<file path="config.mk">
export PLATFORM = sky130hd
export DESIGN_NAME = rxdsa_core
export DESIGN_NICKNAME = d
export VERILOG_FILES = /design/src/logic/rxdsa_pkg.sv /design/src/logic/rxdsa_core.sv
export VERILOG_INCLUDE_DIRS = /design/src /design/src/logic
export SDC_FILE = /design/constraint.sdc
export NUM_CORES = 1
export LEC_CHECK = 0
export BUFFER_PORTS_ARGS = -buffer_cell sky130_fd_sc_hd__buf_4
export CORE_MARGIN = 5
export CORE_UTILIZATION = 40
export CTS_BUF_LIST = sky130_fd_sc_hd__clkbuf_4
export DETAILED_ROUTE_END_ITERATION = 8
export PLACE_DENSITY_LB_ADDON = 0.15
export SYNTH_ARGS = -nofsm -noshare
export SYNTH_HDL_FRONTEND = slang
export SYNTH_SLANG_ARGS = --single-unit
</file>
<file path="constraint.sdc">
create_clock -name pclk -period 12 [get_ports pclk]
set_input_delay 0.6 -clock pclk [delete_from_list [all_inputs] [get_ports pclk]]
set_output_delay 0.6 -clock pclk [all_outputs]
set_load 0.02 [all_outputs]
</file>
<file path="src/logic/rxdsa_map.svh">
`ifndef RXDSA_MAP_SVH
`define RXDSA_MAP_SVH
`define RXDSA_OFF_CTRL  8'h00
`define RXDSA_OFF_RATE  8'h04
`define RXDSA_OFF_OOK   8'h08
`define RXDSA_OFF_CHAN  8'h0c
`define RXDSA_OFF_TMO   8'h10
`define RXDSA_OFF_FREQ  8'h14
`define RXDSA_OFF_FEI   8'h18
`define RXDSA_OFF_STAT  8'h1c
`define RXDSA_RST_CTRL  9'h040
`define RXDSA_RST_RATE  16'h1a0b
`define RXDSA_RST_OOK   24'h0c_4004
`define RXDSA_RST_CHAN  24'h00_8b55
`define RXDSA_RST_TMO   16'h0000
`define RXDSA_RST_FREQ  24'he4_c000
`define RXDSA_BIT_CORR  9
`define RXDSA_BIT_FEI   10
`define RXDSA_BIT_TEMP  11
`define RXDSA_BIT_TMO   3
`define RXDSA_MODE_STBY 3'h1
`define RXDSA_MODE_FS   3'h2
`define RXDSA_MODE_RX   3'h4
`define RXDSA_PEAK_DROP 8'h0c
`define RXDSA_OFS_SHIFT 3
`define RXDSA_FEI_LAST  3'h3
`define RXDSA_TMO_SHIFT 3
`define RXDSA_CLK_MHZ   10
`define RXDSA_TEMP_US   100
`define RXDSA_TEMP_CYC  (`RXDSA_TEMP_US * `RXDSA_CLK_MHZ - 2)
`define RXDSA_TEMP_ZERO 8'h80
`endif

</file>
<file path="src/logic/rxdsa_pkg.sv">
package rxdsa_pkg;
    typedef enum logic [1:0] {
        AFC_IDLE  = 2'b00,
        AFC_CLEAR = 2'b01,
        AFC_MEAS  = 2'b10,
        AFC_APPLY = 2'b11
    } rxdsa_afc_state_t;
    typedef enum logic [1:0] {
        THR_PEAK  = 2'b00,
        THR_FIXED = 2'b01,
        THR_AVG   = 2'b10
    } rxdsa_thr_t;
    typedef struct packed {
        logic [2:0] op_mode;
        logic       ook;
        logic       low_index;
        logic       auto_clear;
        logic       auto_en;
        logic       sync_off;
        logic       packet;
    } rxdsa_ctrl_t;
endpackage

</file>
<file path="src/logic/rxdsa_core.sv">
// Behaviour
// - fsk output can feed bit synchronizer
// - ook bit is rssi above selected threshold
// - peak threshold is peak minus 6 dB
// - peak decays per period, stops at floor
// - fixed uses floor, average uses mean
// - synchronizer drives clock pin, can disable
// - packet mode forces synchronizer on
// - bit period from rate divider bytes
// - measured error stored signed in result
// - measurement done within four bit periods
// - correction subtracted from carrier word
// - auto on rx entry, else launch bit
// - auto clear undoes previous correction first
// - wider bandwidth only during correction phase
// - low index adds offset times 488 Hz
// - temp only in standby/fs, under 100us
// - temp result minus one degree per lsb
// - timeout events on start and level hold
`timescale 1ns/1ps
`include "rxdsa_map.svh"
module rxdsa_core (
    input  wire logic               pclk,
    input  wire logic               presetn,
    input  wire logic               psel,
    input  wire logic               penable,
    input  wire logic               pwrite,
    input  wire logic [7:0]         paddr,
    input  wire logic [31:0]        pwdata,
    output logic      [31:0]        prdata,
    output logic                    pready,
    output logic                    pslverr,
    input  wire logic               fsk_bit,
    input  wire logic [7:0]         rssi_level,
    input  wire logic signed [15:0] freq_error_in,
    input  wire logic [7:0]         temp_adc,
    input  wire logic               signal_level_flag,
    output logic                    recovered_data,
    output logic                    recovered_clock_pin,
    output logic      [23:0]        carrier_word,
    output logic      [7:0]         channel_bw,
    output logic                    timeout_irq
);
    rxdsa_pkg::rxdsa_ctrl_t      ctrl_q;
    rxdsa_pkg::rxdsa_afc_state_t state_q;
    rxdsa_pkg::rxdsa_afc_state_t state_d;
    logic [15:0]        rate_q;
    logic [23:0]        ook_q;
    logic [23:0]        chan_q;
    logic [15:0]        tmo_q;
    logic [23:0]        carrier_q;
    logic [23:0]        carrier_d;
    logic signed [15:0] fei_q;
    logic signed [15:0] corr_q;
    logic [31:0]        prdata_q;
    logic               pready_q;
    logic               pslverr_q;
    logic               stat_tmo_q;
    logic [15:0]        phase_q;
    logic               demod_q;
    logic               data_q;
    logic               clk_q;
    logic [7:0]         decay_q;
    logic [7:0]         peak_q;
    logic [10:0]        avg_q;
    logic               ook_bit_q;
    logic               afc_run_q;
    logic [2:0]         bits_q;
    logic               rx_q;
    logic               temp_run_q;
    logic [9:0]         temp_cnt_q;
    logic [7:0]         temp_q;
    logic               level_q;
    logic               armed_q;
    logic [11:0]        tmo_cnt_q;
    logic               irq_q;
    logic [7:0]         bw_q;

    // apb: registered pready gives one access cycle, no wait states
    wire setup  = psel & ~penable;
    wire acc    = psel & penable & pready_q;
    wire wr     = acc & pwrite;
    wire a_ctrl = paddr == `RXDSA_OFF_CTRL;
    wire a_rate = paddr == `RXDSA_OFF_RATE;
    wire a_ook  = paddr == `RXDSA_OFF_OOK;
    wire a_chan = paddr == `RXDSA_OFF_CHAN;
    wire a_tmo  = paddr == `RXDSA_OFF_TMO;
    wire a_freq = paddr == `RXDSA_OFF_FREQ;
    wire a_fei  = paddr == `RXDSA_OFF_FEI;
    wire a_stat = paddr == `RXDSA_OFF_STAT;
    wire mapped = a_ctrl | a_rate | a_ook | a_chan | a_tmo | a_freq
                | a_fei | a_stat;
    wire afc_busy = state_q != rxdsa_pkg::AFC_IDLE;
    wire [31:0] stat_rd = {16'h0000, temp_q, 4'h0, stat_tmo_q,
                           afc_busy & afc_run_q, afc_busy, temp_run_q};
    wire [31:0] rd_mux =
        a_ctrl ? {23'h00_0000, ctrl_q} :
        a_rate ? {16'h0000, rate_q} :
        a_ook  ? {8'h00, ook_q} :
        a_chan ? {8'h00, chan_q} :
        a_tmo  ? {16'h0000, tmo_q} :
        a_freq ? {8'h00, carrier_q} :
        a_fei  ? {corr_q, fei_q} :
        a_stat ? stat_rd : 32'h0000_0000;

    wire launch_corr = wr & a_ctrl & pwdata[`RXDSA_BIT_CORR];
    wire launch_fei  = wr & a_ctrl & pwdata[`RXDSA_BIT_FEI];
    wire launch_temp = wr & a_ctrl & pwdata[`RXDSA_BIT_TEMP];
    wire tmo_clr     = wr & a_stat & pwdata[`RXDSA_BIT_TMO];

    always_ff @(posedge pclk or negedge presetn) begin
        if (!presetn) begin
            pready_q  <= 1'b0;
            prdata_q  <= 32'h0000_0000;
            pslverr_q <= 1'b0;
        end else begin
            pready_q  <= setup;
            prdata_q  <= (setup & ~pwrite) ? rd_mux : 32'h0000_0000;
            pslverr_q <= setup & ~mapped;
        end
    end

    always_ff @(posedge pclk or negedge presetn) begin
        if (!presetn) begin
            ctrl_q <= `RXDSA_RST_CTRL;
            rate_q <= `RXDSA_RST_RATE;
            ook_q  <= `RXDSA_RST_OOK;
            chan_q <= `RXDSA_RST_CHAN;
            tmo_q  <= `RXDSA_RST_TMO;
        end else if (wr) begin
            if (a_ctrl) ctrl_q <= pwdata[8:0];
            if (a_rate) rate_q <= pwdata[15:0];
            if (a_ook)  ook_q  <= pwdata[23:0];
            if (a_chan) chan_q <= pwdata[23:0];
            if (a_tmo)  tmo_q  <= pwdata[15:0];
        end
    end

    // bit synchronizer
    wire sync_on  = ctrl_q.packet | ~ctrl_q.sync_off;
    wire demod    = ctrl_q.ook ? ook_bit_q : fsk_bit;
    wire edge_in  = demod != demod_q;
    wire [15:0] half = {1'b0, rate_q[15:1]};
    wire wrap     = phase_q >= rate_q - 16'h0001;
    wire bit_tick = phase_q == half;

    always_ff @(posedge pclk or negedge presetn) begin
        if (!presetn) begin
            demod_q <= 1'b0;
            phase_q <= 16'h0000;
            data_q  <= 1'b0;
            clk_q   <= 1'b0;
        end else begin
            demod_q <= demod;
            phase_q <= (edge_in | wrap) ? 16'h0000 : phase_q + 16'h0001;
            if (!sync_on) begin
                data_q <= demod_q;
                clk_q  <= 1'b0;
            end else begin
                if (bit_tick) data_q <= demod_q;
                clk_q <= phase_q >= half;
            end
        end
    end

    // ook threshold detector, rssi in 0.5 dB steps
    wire [1:0] thr_sel  = ook_q[1:0];
    wire [7:0] step     = {4'h0, ook_q[5:2]};
    wire [7:0] period   = ook_q[15:8];
    wire [7:0] floor_lv = ook_q[23:16];
    wire decay_tick     = decay_q >= period;
    wire [8:0] floor_st = {1'b0, floor_lv} + {1'b0, step};
    wire [7:0] peak_dec = ({1'b0, peak_q} <= floor_st) ? floor_lv
                        : peak_q - step;
    wire [7:0] peak_thr = (peak_q > `RXDSA_PEAK_DROP)
                        ? peak_q - `RXDSA_PEAK_DROP : 8'h00;
    wire [7:0] avg_lv   = avg_q[10:3];
    wire [7:0] thr =
        (thr_sel == rxdsa_pkg::THR_FIXED) ? floor_lv :
        (thr_sel == rxdsa_pkg::THR_AVG)   ? avg_lv : peak_thr;

    always_ff @(posedge pclk or negedge presetn) begin
        if (!presetn) begin
            decay_q   <= 8'h00;
            peak_q    <= 8'h00;
            avg_q     <= 11'h000;
            ook_bit_q <= 1'b0;
        end else begin
            decay_q <= decay_tick ? 8'h00 : decay_q + 8'h01;
            if (rssi_level > peak_q)
                peak_q <= rssi_level;
            else if (decay_tick & ~ook_bit_q & (peak_q > floor_lv))
                peak_q <= peak_dec;
            // running mean, each sample weighted one eighth, slow but cheap
            avg_q <= avg_q - {3'h0, avg_lv} + {3'h0, rssi_level};
            ook_bit_q <= rssi_level > thr;
        end
    end

    // frequency error and correction
    wire rx_on    = ctrl_q.op_mode == `RXDSA_MODE_RX;
    wire rx_rise  = rx_on & ~rx_q;
    wire auto_go  = rx_rise & ctrl_q.auto_en;
    wire man_go   = launch_corr & ~ctrl_q.auto_en;
    wire meas_end = (state_q == rxdsa_pkg::AFC_MEAS) & bit_tick
                  & (bits_q == `RXDSA_FEI_LAST);
    wire signed [15:0] ofs = ctrl_q.low_index
        ? 16'(signed'(chan_q[23:16])) <<< `RXDSA_OFS_SHIFT
        : 16'sh0000;
    wire signed [15:0] corr_new = fei_q + ofs;
    wire [23:0] corr_ext = {{8{corr_new[15]}}, corr_new};
    wire [23:0] undo_ext = {{8{corr_q[15]}}, corr_q};

    always_comb begin
        state_d = state_q;
        case (state_q)
            rxdsa_pkg::AFC_IDLE: begin
                if (auto_go | man_go)
                    state_d = (auto_go & ctrl_q.auto_clear)
                            ? rxdsa_pkg::AFC_CLEAR
                            : rxdsa_pkg::AFC_MEAS;
                else if (launch_fei)
                    state_d = rxdsa_pkg::AFC_MEAS;
            end
            rxdsa_pkg::AFC_CLEAR: state_d = rxdsa_pkg::AFC_MEAS;
            rxdsa_pkg::AFC_MEAS: begin
                if (meas_end)
                    state_d = afc_run_q ? rxdsa_pkg::AFC_APPLY
                            : rxdsa_pkg::AFC_IDLE;
            end
            default: state_d = rxdsa_pkg::AFC_IDLE;
        endcase
    end

    // hardware correction wins over a same-cycle software write
    assign carrier_d =
        (state_q == rxdsa_pkg::AFC_APPLY) ? carrier_q - corr_ext :
        (state_q == rxdsa_pkg::AFC_CLEAR) ? carrier_q + undo_ext :
        (wr & a_freq) ? pwdata[23:0] : carrier_q;

    always_ff @(posedge pclk or negedge presetn) begin
        if (!presetn) begin
            state_q   <= rxdsa_pkg::AFC_IDLE;
            afc_run_q <= 1'b0;
            bits_q    <= 3'h0;
            rx_q      <= 1'b0;
            fei_q     <= 16'sh0000;
            corr_q    <= 16'sh0000;
            carrier_q <= `RXDSA_RST_FREQ;
        end else begin
            state_q   <= state_d;
            rx_q      <= rx_on;
            carrier_q <= carrier_d;
            if (state_q == rxdsa_pkg::AFC_IDLE) begin
                afc_run_q <= auto_go | man_go;
                bits_q    <= 3'h0;
            end else if (bit_tick && state_q == rxdsa_pkg::AFC_MEAS) begin
                bits_q <= bits_q + 3'h1;
            end
            if (meas_end) fei_q <= freq_error_in;
            if (state_q == rxdsa_pkg::AFC_CLEAR) corr_q <= 16'sh0000;
            if (state_q == rxdsa_pkg::AFC_APPLY) corr_q <= corr_new;
        end
    end

    // temperature sequencing
    wire temp_mode = (ctrl_q.op_mode == `RXDSA_MODE_STBY)
                   | (ctrl_q.op_mode == `RXDSA_MODE_FS);
    wire temp_done = temp_run_q & (temp_cnt_q == 10'(`RXDSA_TEMP_CYC));

    always_ff @(posedge pclk or negedge presetn) begin
        if (!presetn) begin
            temp_run_q <= 1'b0;
            temp_cnt_q <= 10'h000;
            temp_q     <= 8'h00;
        end else if (temp_done) begin
            temp_run_q <= 1'b0;
            temp_q     <= `RXDSA_TEMP_ZERO - temp_adc;
        end else if (temp_run_q) begin
            temp_cnt_q <= temp_cnt_q + 10'h001;
        end else if (launch_temp & temp_mode) begin
            temp_run_q <= 1'b1;
            temp_cnt_q <= 10'h000;
        end
    end

    // receive timeouts counted in bit periods
    wire        lvl_rise = signal_level_flag & ~level_q;
    wire [11:0] tmo_lim  = signal_level_flag
        ? {4'h0, tmo_q[15:8]} << `RXDSA_TMO_SHIFT
        : {4'h0, tmo_q[7:0]} << `RXDSA_TMO_SHIFT;
    wire tmo_hit = rx_on & armed_q & (tmo_lim != 12'h000)
                 & (tmo_cnt_q == tmo_lim);

    always_ff @(posedge pclk or negedge presetn) begin
        if (!presetn) begin
            level_q    <= 1'b0;
            armed_q    <= 1'b0;
            tmo_cnt_q  <= 12'h000;
            irq_q      <= 1'b0;
            stat_tmo_q <= 1'b0;
            bw_q       <= 8'h00;
        end else begin
            level_q <= signal_level_flag;
            irq_q   <= tmo_hit;
            // set wins over a same-cycle clear
            stat_tmo_q <= tmo_hit | (stat_tmo_q & ~tmo_clr);
            bw_q <= (afc_busy & afc_run_q) ? chan_q[15:8]
                  : chan_q[7:0];
            if (!rx_on) begin
                armed_q <= 1'b0;
            end else if (rx_rise | lvl_rise) begin
                armed_q   <= 1'b1;
                tmo_cnt_q <= 12'h000;
            end else if (tmo_hit) begin
                armed_q <= 1'b0;
            end else if (armed_q & bit_tick) begin
                tmo_cnt_q <= tmo_cnt_q + 12'h001;
            end
        end
    end

    assign prdata              = prdata_q;
    assign pready              = pready_q;
    assign pslverr             = pslverr_q;
    assign recovered_data      = data_q;
    assign recovered_clock_pin = clk_q;
    assign carrier_word        = carrier_q;
    assign channel_bw          = bw_q;
    assign timeout_irq         = irq_q;

    // helper: measurement length in cycles
    logic [19:0] meas_len_q;
    always_ff @(posedge pclk or negedge presetn) begin
        if (!presetn) meas_len_q <= 20'h0_0000;
        else if (state_q != rxdsa_pkg::AFC_MEAS) meas_len_q <= 20'h0_0000;
        else meas_len_q <= meas_len_q + 20'h0_0001;
    end
endmodule

</file>
==> impl_metrics.tcl, run 1 <==
set metrics [dict create \
    status "complete, no violations" \
    seqCellArea_sq_um 6940 \
    cp_top_family "compound AO/OA/AOI/OAI gates" \
    multi_input_area_sq_um 10500 \
    antenna_found_initial 8 \
    fin_crit_ps 4660 \
    post-route-period-util_pct 38.8 \
    synth_top_area_share_pct 34.5 \
    cp_max_fo 13 \
    avgRoutedWirePerCell_microns 21.6 \
    final-instance-count-excl-fill 2714 \
    hold_start "freq_error_in[9]" \
    synth-seq-cells 276 \
    cts_buffers 82 \
    dr.pass1.iters 5 \
    chipHeight_microns 223 \
    grt_max_degree 95 \
    startpoint_type "flip-flop" \
    topRoutingLayerUsed "met5" \
    drt_first_iter_violations 1192 \
    wl_met2_microns 27500 \
    post_dp_cell_area_sq_um 19800 \
    wl_met3_microns 3370 \
    design.final.nets 2284 \
    cp.arrival_ps 5330 \
    die_area_sq_um 49900 \
    clk_pin_slew_ps 70 \
    grt.overflow.total 0 \
    fillers 4390 \
    hold_violations 0 \
    finalSetupViolations 0 \
    synth_area_leaders "dfrtp_1 (34%), ha_1 (10%), mux2_2 (6.9%), dfstp_2 (3.6%), xnor2_1 (3.3%)" \
    end_kind "flip-flop" \
    portBuffers 139 \
    m1WireLength_microns 25400 \
    finalSetupTns_ps 0 \
    viasPerCell 5.66 \
    crit_top_cell "a21oi_1" \
    grt_pass1_vias 15400 \
    vdd_drop_max_uv 94.9 \
    post-route-drc-count 0 \
    drive_gt1_share_pct 21.4 \
    synth_common_cells "dfrtp_1 (251), ha_1 (146), nor2_1 (137), inv_1 (136), nand2_1 (128)" \
    place_hpwl_microns 42900 \
    synth_edf_count 0 \
    cap_violations 0 \
    cts.sinks 276 \
    rows 78 \
    relSlewSlack_pct 14.9 \
    drtAntennaViolNets 0 \
    finalMaxSlewViolations 0 \
    yosysWarnings 0 \
    syn_inst 1874 \
    syn_nets 2112 \
    initial_core_util_pct 40.3 \
    htreeDepth 3 \
    place_inst 2557 \
    cts_post_setup_buffers_inserted 0 \
    async_reset_ff_share_pct 100 \
    grt_usage_pct 23.1 \
    post-route-util_pct 46.4 \
    critPathSlowestCell "dfrtp_1" \
    r2r_slack_ps 7340 \
    place_congestion 0.898 \
    ys_types 83 \
    fin_area_sq_um 21000 \
    clockBufferDepth 3 \
    place_ws_ps 7380 \
    yosysTopAreaCell "dfrtp_1" \
    yosysMostFrequentCell "dfrtp_1" \
    syn_area_sq_um 18200 \
    crit_type "reg -> reg" \
    worstSetupStartpoint "ctrl_q[4]" \
    r2r-start "ctrl_q[4]" \
    synth.avg_cell_area_sq_um 9.72 \
    cts_tree "built" \
    tightestPinTransition_ps 1280 \
    synthFlopType "dfrtp_1" \
    vias 15400 \
    core_sq_um 45200 \
    ios 148 \
    hold_buffers 5 \
    clk_latency_ps 810 \
    cp_num_buf_inv 0 \
    hold_path_class "in -> reg" \
    setup_ws_ps 7340 \
    totalWireLength_microns 58500 \
    required_ps 12670 \
    cts_resized 0 \
    rsz0062_at_grt "false" \
    p_leak_nw 10.0 \
    finalClockSkew_ps 74.7 \
    syn_to_final_growth_pct 15.1 \
    clockRootBuffer "clkbuf_4" \
    max_freq_ghz 0.215 \
    cpPeakStageDelay_ps 630 \
    grt_pass1_wl_microns 90200 \
    die_w_microns 223 \
    cellPowerDensity_nw_per_um2 176 \
    yosysSeqAreaShare_pct 38.1 \
    path_cells "and2_1, ha_1, a21o_1, a21oi_1, o21bai_1, a21oi_1, o21bai_1, a21o_1, mux2i_1, xnor2_1, ha_1, nand3_1, o31ai_1, o21a_1, nor4_1, or3_1, a32oi_1, a21oi_1" \
]
[cell type report]
| cell class | count | area share [%] |
|---|---|---|
| clock buffers | 127 | 4.55 |
| clock inverters | 22 | 0.549 |
| flip-flops and latches | 276 | 33.1 |
| repair buffers | 157 | 5.71 |
| inverters | 138 | 2.47 |
| well taps | 600 | 3.58 |
| diodes | 3 | 0.0358 |
| multi-input cells | 1391 | 50.0 |
[final timing paths]
check	to	cells past startpoint
min	fei_q[9]	2
min reg2reg	recovered_data	1
max	carrier_word[17]	18
max in group asynchronous	ook_q[13]	4
max reg2reg	carrier_word[17]	18
min in group asynchronous	prdata[31]	2
[routing by layer]
| metal | global-route usage [%] | up-vias |
|---|---|---|
| met4 | 8.79 | 2 |
| met5 | 0 | - |
| li1 | - | 7170 |
| met1 | 30.6 | 7579 |
| met2 | 37.4 | 459 |
| met3 | 5.00 | 141 |
[registers in the layout (all words and copies together), names as in the netlist, 16 cells and up]
name          flops
carrier_word     24
chan_q           24
corr_q           16
fei_q            16
ook_q            24
phase_q          16
prdata           32
rate_q           16
tmo_q            16
[where the power goes]
| group | total (W) | internal (W) | switching, W |
|---|---|---|---|
| registers | 0.00122 | 0.00105 | 0.000177 |
| logic | 0.00153 | 0.000667 | 0.000866 |
| clock network | 0.000934 | 0.000502 | 0.000432 |
| total | 0.00369 | 0.00221 | 0.00147 |
[cell families (layout without fill, tap and decap cells)]
| group | Yosys count | count (layout) | synth area share [%] |
|---|---|---|---|
| AO/OA/AOI/OAI | 435 | 435 | 16.0 |
| buffers and inverters | 207 | 444 | 4.33 |
| XOR/XNOR | 121 | 121 | 5.86 |
| adder cells (fa/ha/maj) | 159 | 159 | 11.5 |
| multiplexers | 172 | 172 | 10.8 |
| flip-flops | 276 | 276 | 38.1 |
| AND/OR/NAND/NOR | 504 | 504 | 13.4 |
| other | 0 | 3 | 0 |
[cells in the final DEF (no fill, tap or decap), types with 31 or more instances in the layout]
master	netlist	final
nand3_1	49	49
nand2_1	128	128
xor2_1	51	51
clkbuf_4	0	127
a21o_1	31	31
o21ai_0	84	84
inv_1	136	136
ha_1	146	146
a21oi_1	97	97
nor2_1	137	137
buf_4	0	151
xnor2_1	69	69
nor3_1	37	36
mux2_2	111	111
dfrtp_1	251	251
mux2i_1	42	42
[per-stage QoR]
| step | hold WS, ps | power, W |
|---|---|---|
| after floorplan | 304 | 0.00231 |
| after global placement | 487 | 0.00272 |
| after CTS | 0.0155 | 0.00372 |
| after detailed placement | 493 | 0.00275 |
| final | 69.8 | 0.00369 |
| after global routing | -7.19 | 0.00399 |
(Power assumes the default switching activity.)
==> run 2, diff against run 1 <==
- clock period: 12 -> 3.8 ns (I/O delays scaled with it)
==> run 2 against run 1 <==
  * The flow now finishes with violations (negative hold slack, negative setup slack)
  * Fmax is 19% higher
  * Clock skew is 23 ps lower
  * Via count is 3.7% higher
  * Clock power grew to 3.2 times the previous value
  * Register-to-register slack worse by 7500 ps
  * Worst setup slack worse by 7500 ps
  * Combinational power grew to 3.7 times the previous value
  * Clock-buffer cell count is 1 lower
  * Global-route usage is 0.90 points higher
  * Design area is 8.7% higher
==> impl_metrics.tcl, run 2 (same netlist as run 1, synthesis figures left out) <==
set metrics [dict create \
    p_switching_w 0.00499 \
    htreeDepth 3 \
    cts_tree "built" \
    vdd_drop_max_uv 336 \
    hold_ws_ps -0.473 \
    sw_frac_of_total_pct 39.9 \
    clockRootBuffer "clkbuf_4" \
    finalClockSkew_ps 51.9 \
    place_congestion 0.922 \
    setup_ws_ps -118 \
    post-route-util_pct 50.4 \
    core_sq_um 45200 \
    hold_violations 1 \
    post-route-period-util_pct 103 \
    startpoint_type "flip-flop" \
    drive_gt1_share_pct 26.8 \
    required_ps 4480 \
    grt_max_degree 98 \
    finalSetupViolations 7 \
    clock_power_share_pct 23.6 \
    post-route-drc-count 0 \
    cts.sinks 276 \
    portBuffers 139 \
    finalMaxSlewViolations 0 \
    dr.pass1.iters 5 \
    cp_max_fo 4 \
    clockBufferDepth 3 \
    fillers 4275 \
    cap_violations 0 \
    final_common_cell "dfrtp_1" \
    cp.arrival_ps 4590 \
    place_hpwl_microns 45000 \
    chipHeight_microns 223 \
    place_inst 2637 \
    fin_crit_ps 3920 \
    design.final.nets 2456 \
    drtAntennaViolNets 0 \
    avgRoutedWirePerCell_microns 21.1 \
    cts_buffers 83 \
    totalWireLength_microns 60800 \
    grt_pass1_vias 16000 \
    p_leak_nw 10.9 \
    violations "negative hold slack, negative setup slack" \
    max_freq_ghz 0.255 \
    r2r_slack_ps -120 \
    final-instance-count-excl-fill 2883 \
    grt.overflow.total 0 \
    end_kind "flip-flop" \
    clk_latency_ps 800 \
    drt_first_iter_violations 1052 \
    grt_pass1_wl_microns 93500 \
    rsz0062_at_grt "true" \
    largest_reg_flops 32 \
    finalPower_w 0.0125 \
    combPwrFrac_pct 45.2 \
    crit_type "reg -> reg" \
    initial_core_util_pct 40.3 \
    seq_power_share_pct 31.2 \
    status "complete, but fails checks" \
    cellPowerDensity_nw_per_um2 549 \
    die_w_microns 223 \
    die_area_sq_um 49900 \
    clk_pin_slew_ps 70 \
    hold_path_class "in -> async" \
    vias 15900 \
    final_cell_mix "dfrtp_1 (251), buf_4 (244), ha_1 (140)" \
    grt_usage_pct 24.0 \
    tightestPinTransition_ps 892 \
    antenna_found_initial 4 \
    relSlewSlack_pct 40.3 \
    viasPerCell 5.52 \
    rows 78 \
    intPower_w 0.00753 \
    syn_to_final_growth_pct 25.1 \
    ios 148 \
]
-- run 2: cell types whose count changed in the layout (fill, tap and decap cells not counted), moves of 4 or more --
| cell | change |
|---|---|
| a21oi_1 | -7 |
| a21oi_2 | +7 |
| buf_4 | +93 |
| buf_6 | +5 |
| clkinv_1 | -5 |
| dlygate4sd3_1 | +72 |
| ha_1 | -6 |
| inv_2 | +4 |
| nand3_1 | -4 |
| nand3_2 | +4 |
| o21ai_0 | -5 |
| o21ai_2 | +5 |
| xnor2_1 | -4 |
-- run 2: area by class of cell --
cell class | instances | area, sq um | share of cell area [%]
well taps | 600 | 751 | 3.29
inverters | 138 | 518 | 2.27
flip-flops and latches | 276 | 6940 | 30.4
multi-input cells | 1391 | 10800 | 47.5
clock inverters | 21 | 116 | 0.511
diodes | 3 | 7.51 | 0.0329
clock buffers | 126 | 946 | 4.15
repair buffers | 328 | 2690 | 11.8
-- run 2: final timing paths --
check | from | end | cells after the start
min in group pclk | penable | stat_tmo_q | 5
hold / removal | presetn | carrier_word[16] | 2
setup reg to reg | ctrl_q[4] | carrier_word[16] | 18
hold reg to reg | ook_q[12] | ook_q[12] | 1
setup / recovery | ctrl_q[4] | carrier_word[16] | 18
max in group asynchronous | presetn | ook_q[18] | 3
-- run 2: timing repair --
| item | 4_1_cts | 5_1_grt |
|---|---|---|
| endpoints found under the setup margin | 11 | 15 |
| endpoints found under the hold margin | 269 | 0 |
| buffers inserted | 12 | 7 |
| pin swaps | 26 | 41 |
| resized for setup | 32 | 36 |
| cloned | 0 | 0 |
| hold buffers | 77 | 0 |
-- run 2: routing by layer --
layer	vias up	global-route usage, %	routed length [microns]
met3	127	4.61	3450
met4	0	10.2	2500
met1	7813	32.2	26600
li1	7493	-	-
met5	-	0	0
met2	492	38.2	28300
-- run 2: power groups by stage --
stage	Combinational (W)	Clock, W	Sequential (W)
floorplan	0.00359	0	0.00373
global placement	0.00506	0	0.00393
detailed placement	0.00519	0	0.00394
CTS	0.00548	0.00305	0.00389
global route	0.00637	0.00322	0.00394
finish	0.00566	0.00296	0.00390
-- run 2: worst max-delay path, cell delays in order (launching register included) --
cell      delay [ps]
dfrtp_1          410
and2_4           190
ha_4             200
a21o_1           180
a21oi_2          190
o21bai_4          70
a21oi_2          170
o21bai_1          90
a21o_1           200
mux2i_1          200
xnor2_1          130
ha_2             220
or3_4            380
or3_4            420
a211oi_4         230
buf_4            140
a21o_1           110
a21oi_2           50
o22a_1           230
-- run 2: metrics by stage --
stage	cell area [sq um]	worst slack [ps]	TNS [ps]
2_1_floorplan	18200	-40.4	-56.2
3_3_place_gp	20500	-141	-517
3_5_place_dp	20500	-253	-1520
4_1_cts	22500	-125	-578
5_1_grt	22800	-328	-2790
6_report	22800	-118	-349
==> run 3, diff against run 2 <==
- ABC_AREA: unset -> 1
- CORE_ASPECT_RATIO: unset -> 1.5
- CTS_BUF_LIST: sky130_fd_sc_hd__clkbuf_4 -> unset
==> run 3 against run 2 <==
  * The flow now finishes without violations
  * Non-clock buffer count down 108
  * Register-to-register slack better by 270 ps
  * Sequential share of layout area up 1.1 points
  * Clock power up 7.4%
  * Critical path type unchanged
  * Highest routed layer unchanged
==> impl_metrics.tcl, run 3 <==
set metrics [dict create \
    vias 16900 \
    grt_max_degree 124 \
    r2r_slack_ps 150 \
    finalMaxSlewViolations 0 \
    required_ps 4320 \
    finalClockSkew_ps 17.0 \
    cts.sinks 276 \
    grt.busiest_layer "met2" \
    largest_reg_flops 32 \
    rows 96 \
    design.final.nets 2735 \
    post_dp_cell_area_sq_um 20300 \
    synth-seq-cells 276 \
    reg2regPathDepth 23 \
    yosysWarnings 0 \
    fillers 4529 \
    clk_latency_ps 600 \
    ios 148 \
    drtAntennaViolNets 0 \
    fin_area_sq_um 22000 \
    max_freq_ghz 0.274 \
    fin_crit_ps 3650 \
    worstSetupStartpoint "ctrl_q[4]" \
    relSlewSlack_pct 36.2 \
    yosysSeqAreaShare_pct 37.4 \
    yosysMostFrequentCell "nand2_1" \
    status "complete, no violations" \
    cellPowerDensity_nw_per_um2 498 \
    drt_first_iter_violations 1005 \
    place_congestion 0.931 \
    post-route-util_pct 48.0 \
    synth_area_leaders "dfrtp_1 (34%), ha_1 (9.9%), nand2_1 (8.4%), inv_1 (7.0%), o21ai_0 (6.7%)" \
    portBuffers 139 \
    synthFlopType "dfrtp_1" \
    rsz0062_at_grt "true" \
    cts_tree "built" \
    clockRootBuffer "clkbuf_16" \
    grt_usage_pct 24.1 \
    p_leak_nw 10.8 \
    synth_common_cells "nand2_1 (415), inv_1 (345), dfrtp_1 (251), o21ai_0 (249), a21oi_1 (150)" \
    post-route-drc-count 0 \
    hold_path_class "in -> reg" \
    yosysTopAreaCell "dfrtp_1" \
    dr.pass1.iters 5 \
    totalWireLength_microns 61900 \
    grt_use_met2_pct 43.2 \
    cp.arrival_ps 4170 \
    post-route-period-util_pct 96.0 \
    syn_to_final_growth_pct 18.8 \
    avgRoutedWirePerCell_microns 19.9 \
    clk_pin_slew_ps 70 \
    initial_core_util_pct 40.4 \
    tightestPinTransition_ps 953 \
    cap_violations 0 \
    drive_gt1_share_pct 15.1 \
    syn_inst 2298 \
    final_cell_mix "nand2_1 (410), inv_1 (342), dfrtp_1 (250)" \
    syn_area_sq_um 18500 \
    grt.overflow.total 0 \
    clockBufferDepth 3 \
    end_kind "flip-flop" \
    die_w_microns 186 \
    core_sq_um 45900 \
    async_reset_ff_share_pct 100 \
    reg2reg_to "carrier_word[21]" \
    met3_usage_pct 2.91 \
    hold_violations 0 \
    synth.avg_cell_area_sq_um 8.07 \
    r2r-start "ctrl_q[4]" \
    htreeDepth 1 \
    chipHeight_microns 274 \
    ys_types 70 \
    syn_nets 2536 \
    grt_use_met1_pct 28.5 \
    viasPerCell 5.43 \
    grt_pass1_wl_microns 95500 \
    synth_top_area_share_pct 33.9 \
    antenna_found_initial 2 \
    crit_type "reg -> reg" \
    cp_max_fo 8 \
    crit_end "carrier_word[21]" \
    die_area_sq_um 50800 \
    startpoint_type "flip-flop" \
    final_common_cell "nand2_1" \
    finalSetupViolations 0 \
    grt_pass1_vias 17000 \
    cts_buffers 30 \
    vdd_drop_max_uv 402 \
    synth_edf_count 0 \
    place_hpwl_microns 48400 \
]
run 3: changes by cell type in the layout (fill, tap and decap cells not counted), sizes merged, moves of 75 or more:
cell,before,now
o21ai,100,250
clkbuf,126,35
nand2,128,447
inv,140,350
mux2,123,26
buf,251,176
run 3: critical path, stage by stage, from the launching register on:
cell and delay (ps):
dfrtp_2 460, nand2_1 100, inv_2 50, ha_4 280, nand2_2 70, nor3_2 180
nand2_1 70, o211ai_1 140, nand3_1 110, o211ai_1 130, a31oi_1 130, xor2_1 330
ha_1 330, a21oi_1 150, o21ai_1 70, a21oi_1 100, a21bo_2 270, nand2_4 90
nand2_4 50, nand2_2 60, nand2_1 50, nand2_1 70, nand3_1 60, a31oi_1 190
run 3: cells by family after synthesis:
family	Yosys count	share of synthesized area (%)
xor gates and xnor gates	87	4.31
buffers and inverters	406	8.54
adders and majority gates	159	11.3
DFF	276	37.4
muxes	27	1.63
and+or+nand+nor	773	18.9
AOI/OAI and AO/OA	570	17.9
run 3: worst min path at each step:
| stage | start | to | slack (ps) | depth (start not counted) |
|---|---|---|---|---|
| 2_1_floorplan | presetn | afc_run_q | -110 | 0 |
| 3_3_place_gp | presetn | phase_q[10] | 380 | 1 |
| 3_5_place_dp | presetn | phase_q[5] | 380 | 1 |
| 4_1_cts | pwdata[22] | ook_q[22] | 1 | 3 |
| 5_1_grt | pwdata[22] | ook_q[22] | 2 | 3 |
| 6_report | rssi_level[2] | peak_q[2] | 20 | 3 |
run 3: where the power goes:
part	leakage, nW	switching, W	internal, W
Clock	0.504	0.00137	0.00181
Combinational	6.82	0.00251	0.00175
Sequential	3.46	0.000311	0.00321
run 3: layout make-up:
type	instances	area (sq um)	share of cell area, %
Clock inverter	21	272	1.23
Sequential cell	276	6940	31.5
Multi-Input combinational cell	1616	10100	46.1
Inverter	353	1330	6.05
Tap cell	588	736	3.34
Antenna cell	1	2.50	0.0114
Timing Repair Buffer	220	1790	8.15
Clock buffer	35	800	3.63
run 3: what timing repair did:
item | 4_1_cts | 5_1_grt
hold endpoints to repair | 159 | 0
endpoints found under the setup margin | 1 | 12
pin swaps | 0 | 22
gates resized for setup | 1 | 31
buffers inserted | 0 | 11
hold buffers | 44 | 0
run 3: per-stage QoR:
step / std cells / TNS [ps] / hold WS (ps) / power (W) / worst slack, ps
final: 3110 / 0 / 16.1 / 0.0110 / 151
after global routing: 3110 / -354 / 1.66 / 0.0117 / -155
after CTS: 3098 / 0 / 1.45 / 0.0109 / 8.62
after detailed placement: 2998 / -4.73 / 375 / 0.00763 / -4.73
after global placement: 2998 / 0 / 375 / 0.00751 / 5.83
after floorplan: 2298 / 0 / -106 / 0.00654 / 315
run 3: per-layer routing:
metal  vias to the layer above  share of wire (%)
met5                         -                  0
met4                         0                5.4
met3                       155                4.9
met2                       482                 51
met1                      8105                 39
li1                       8152                  -
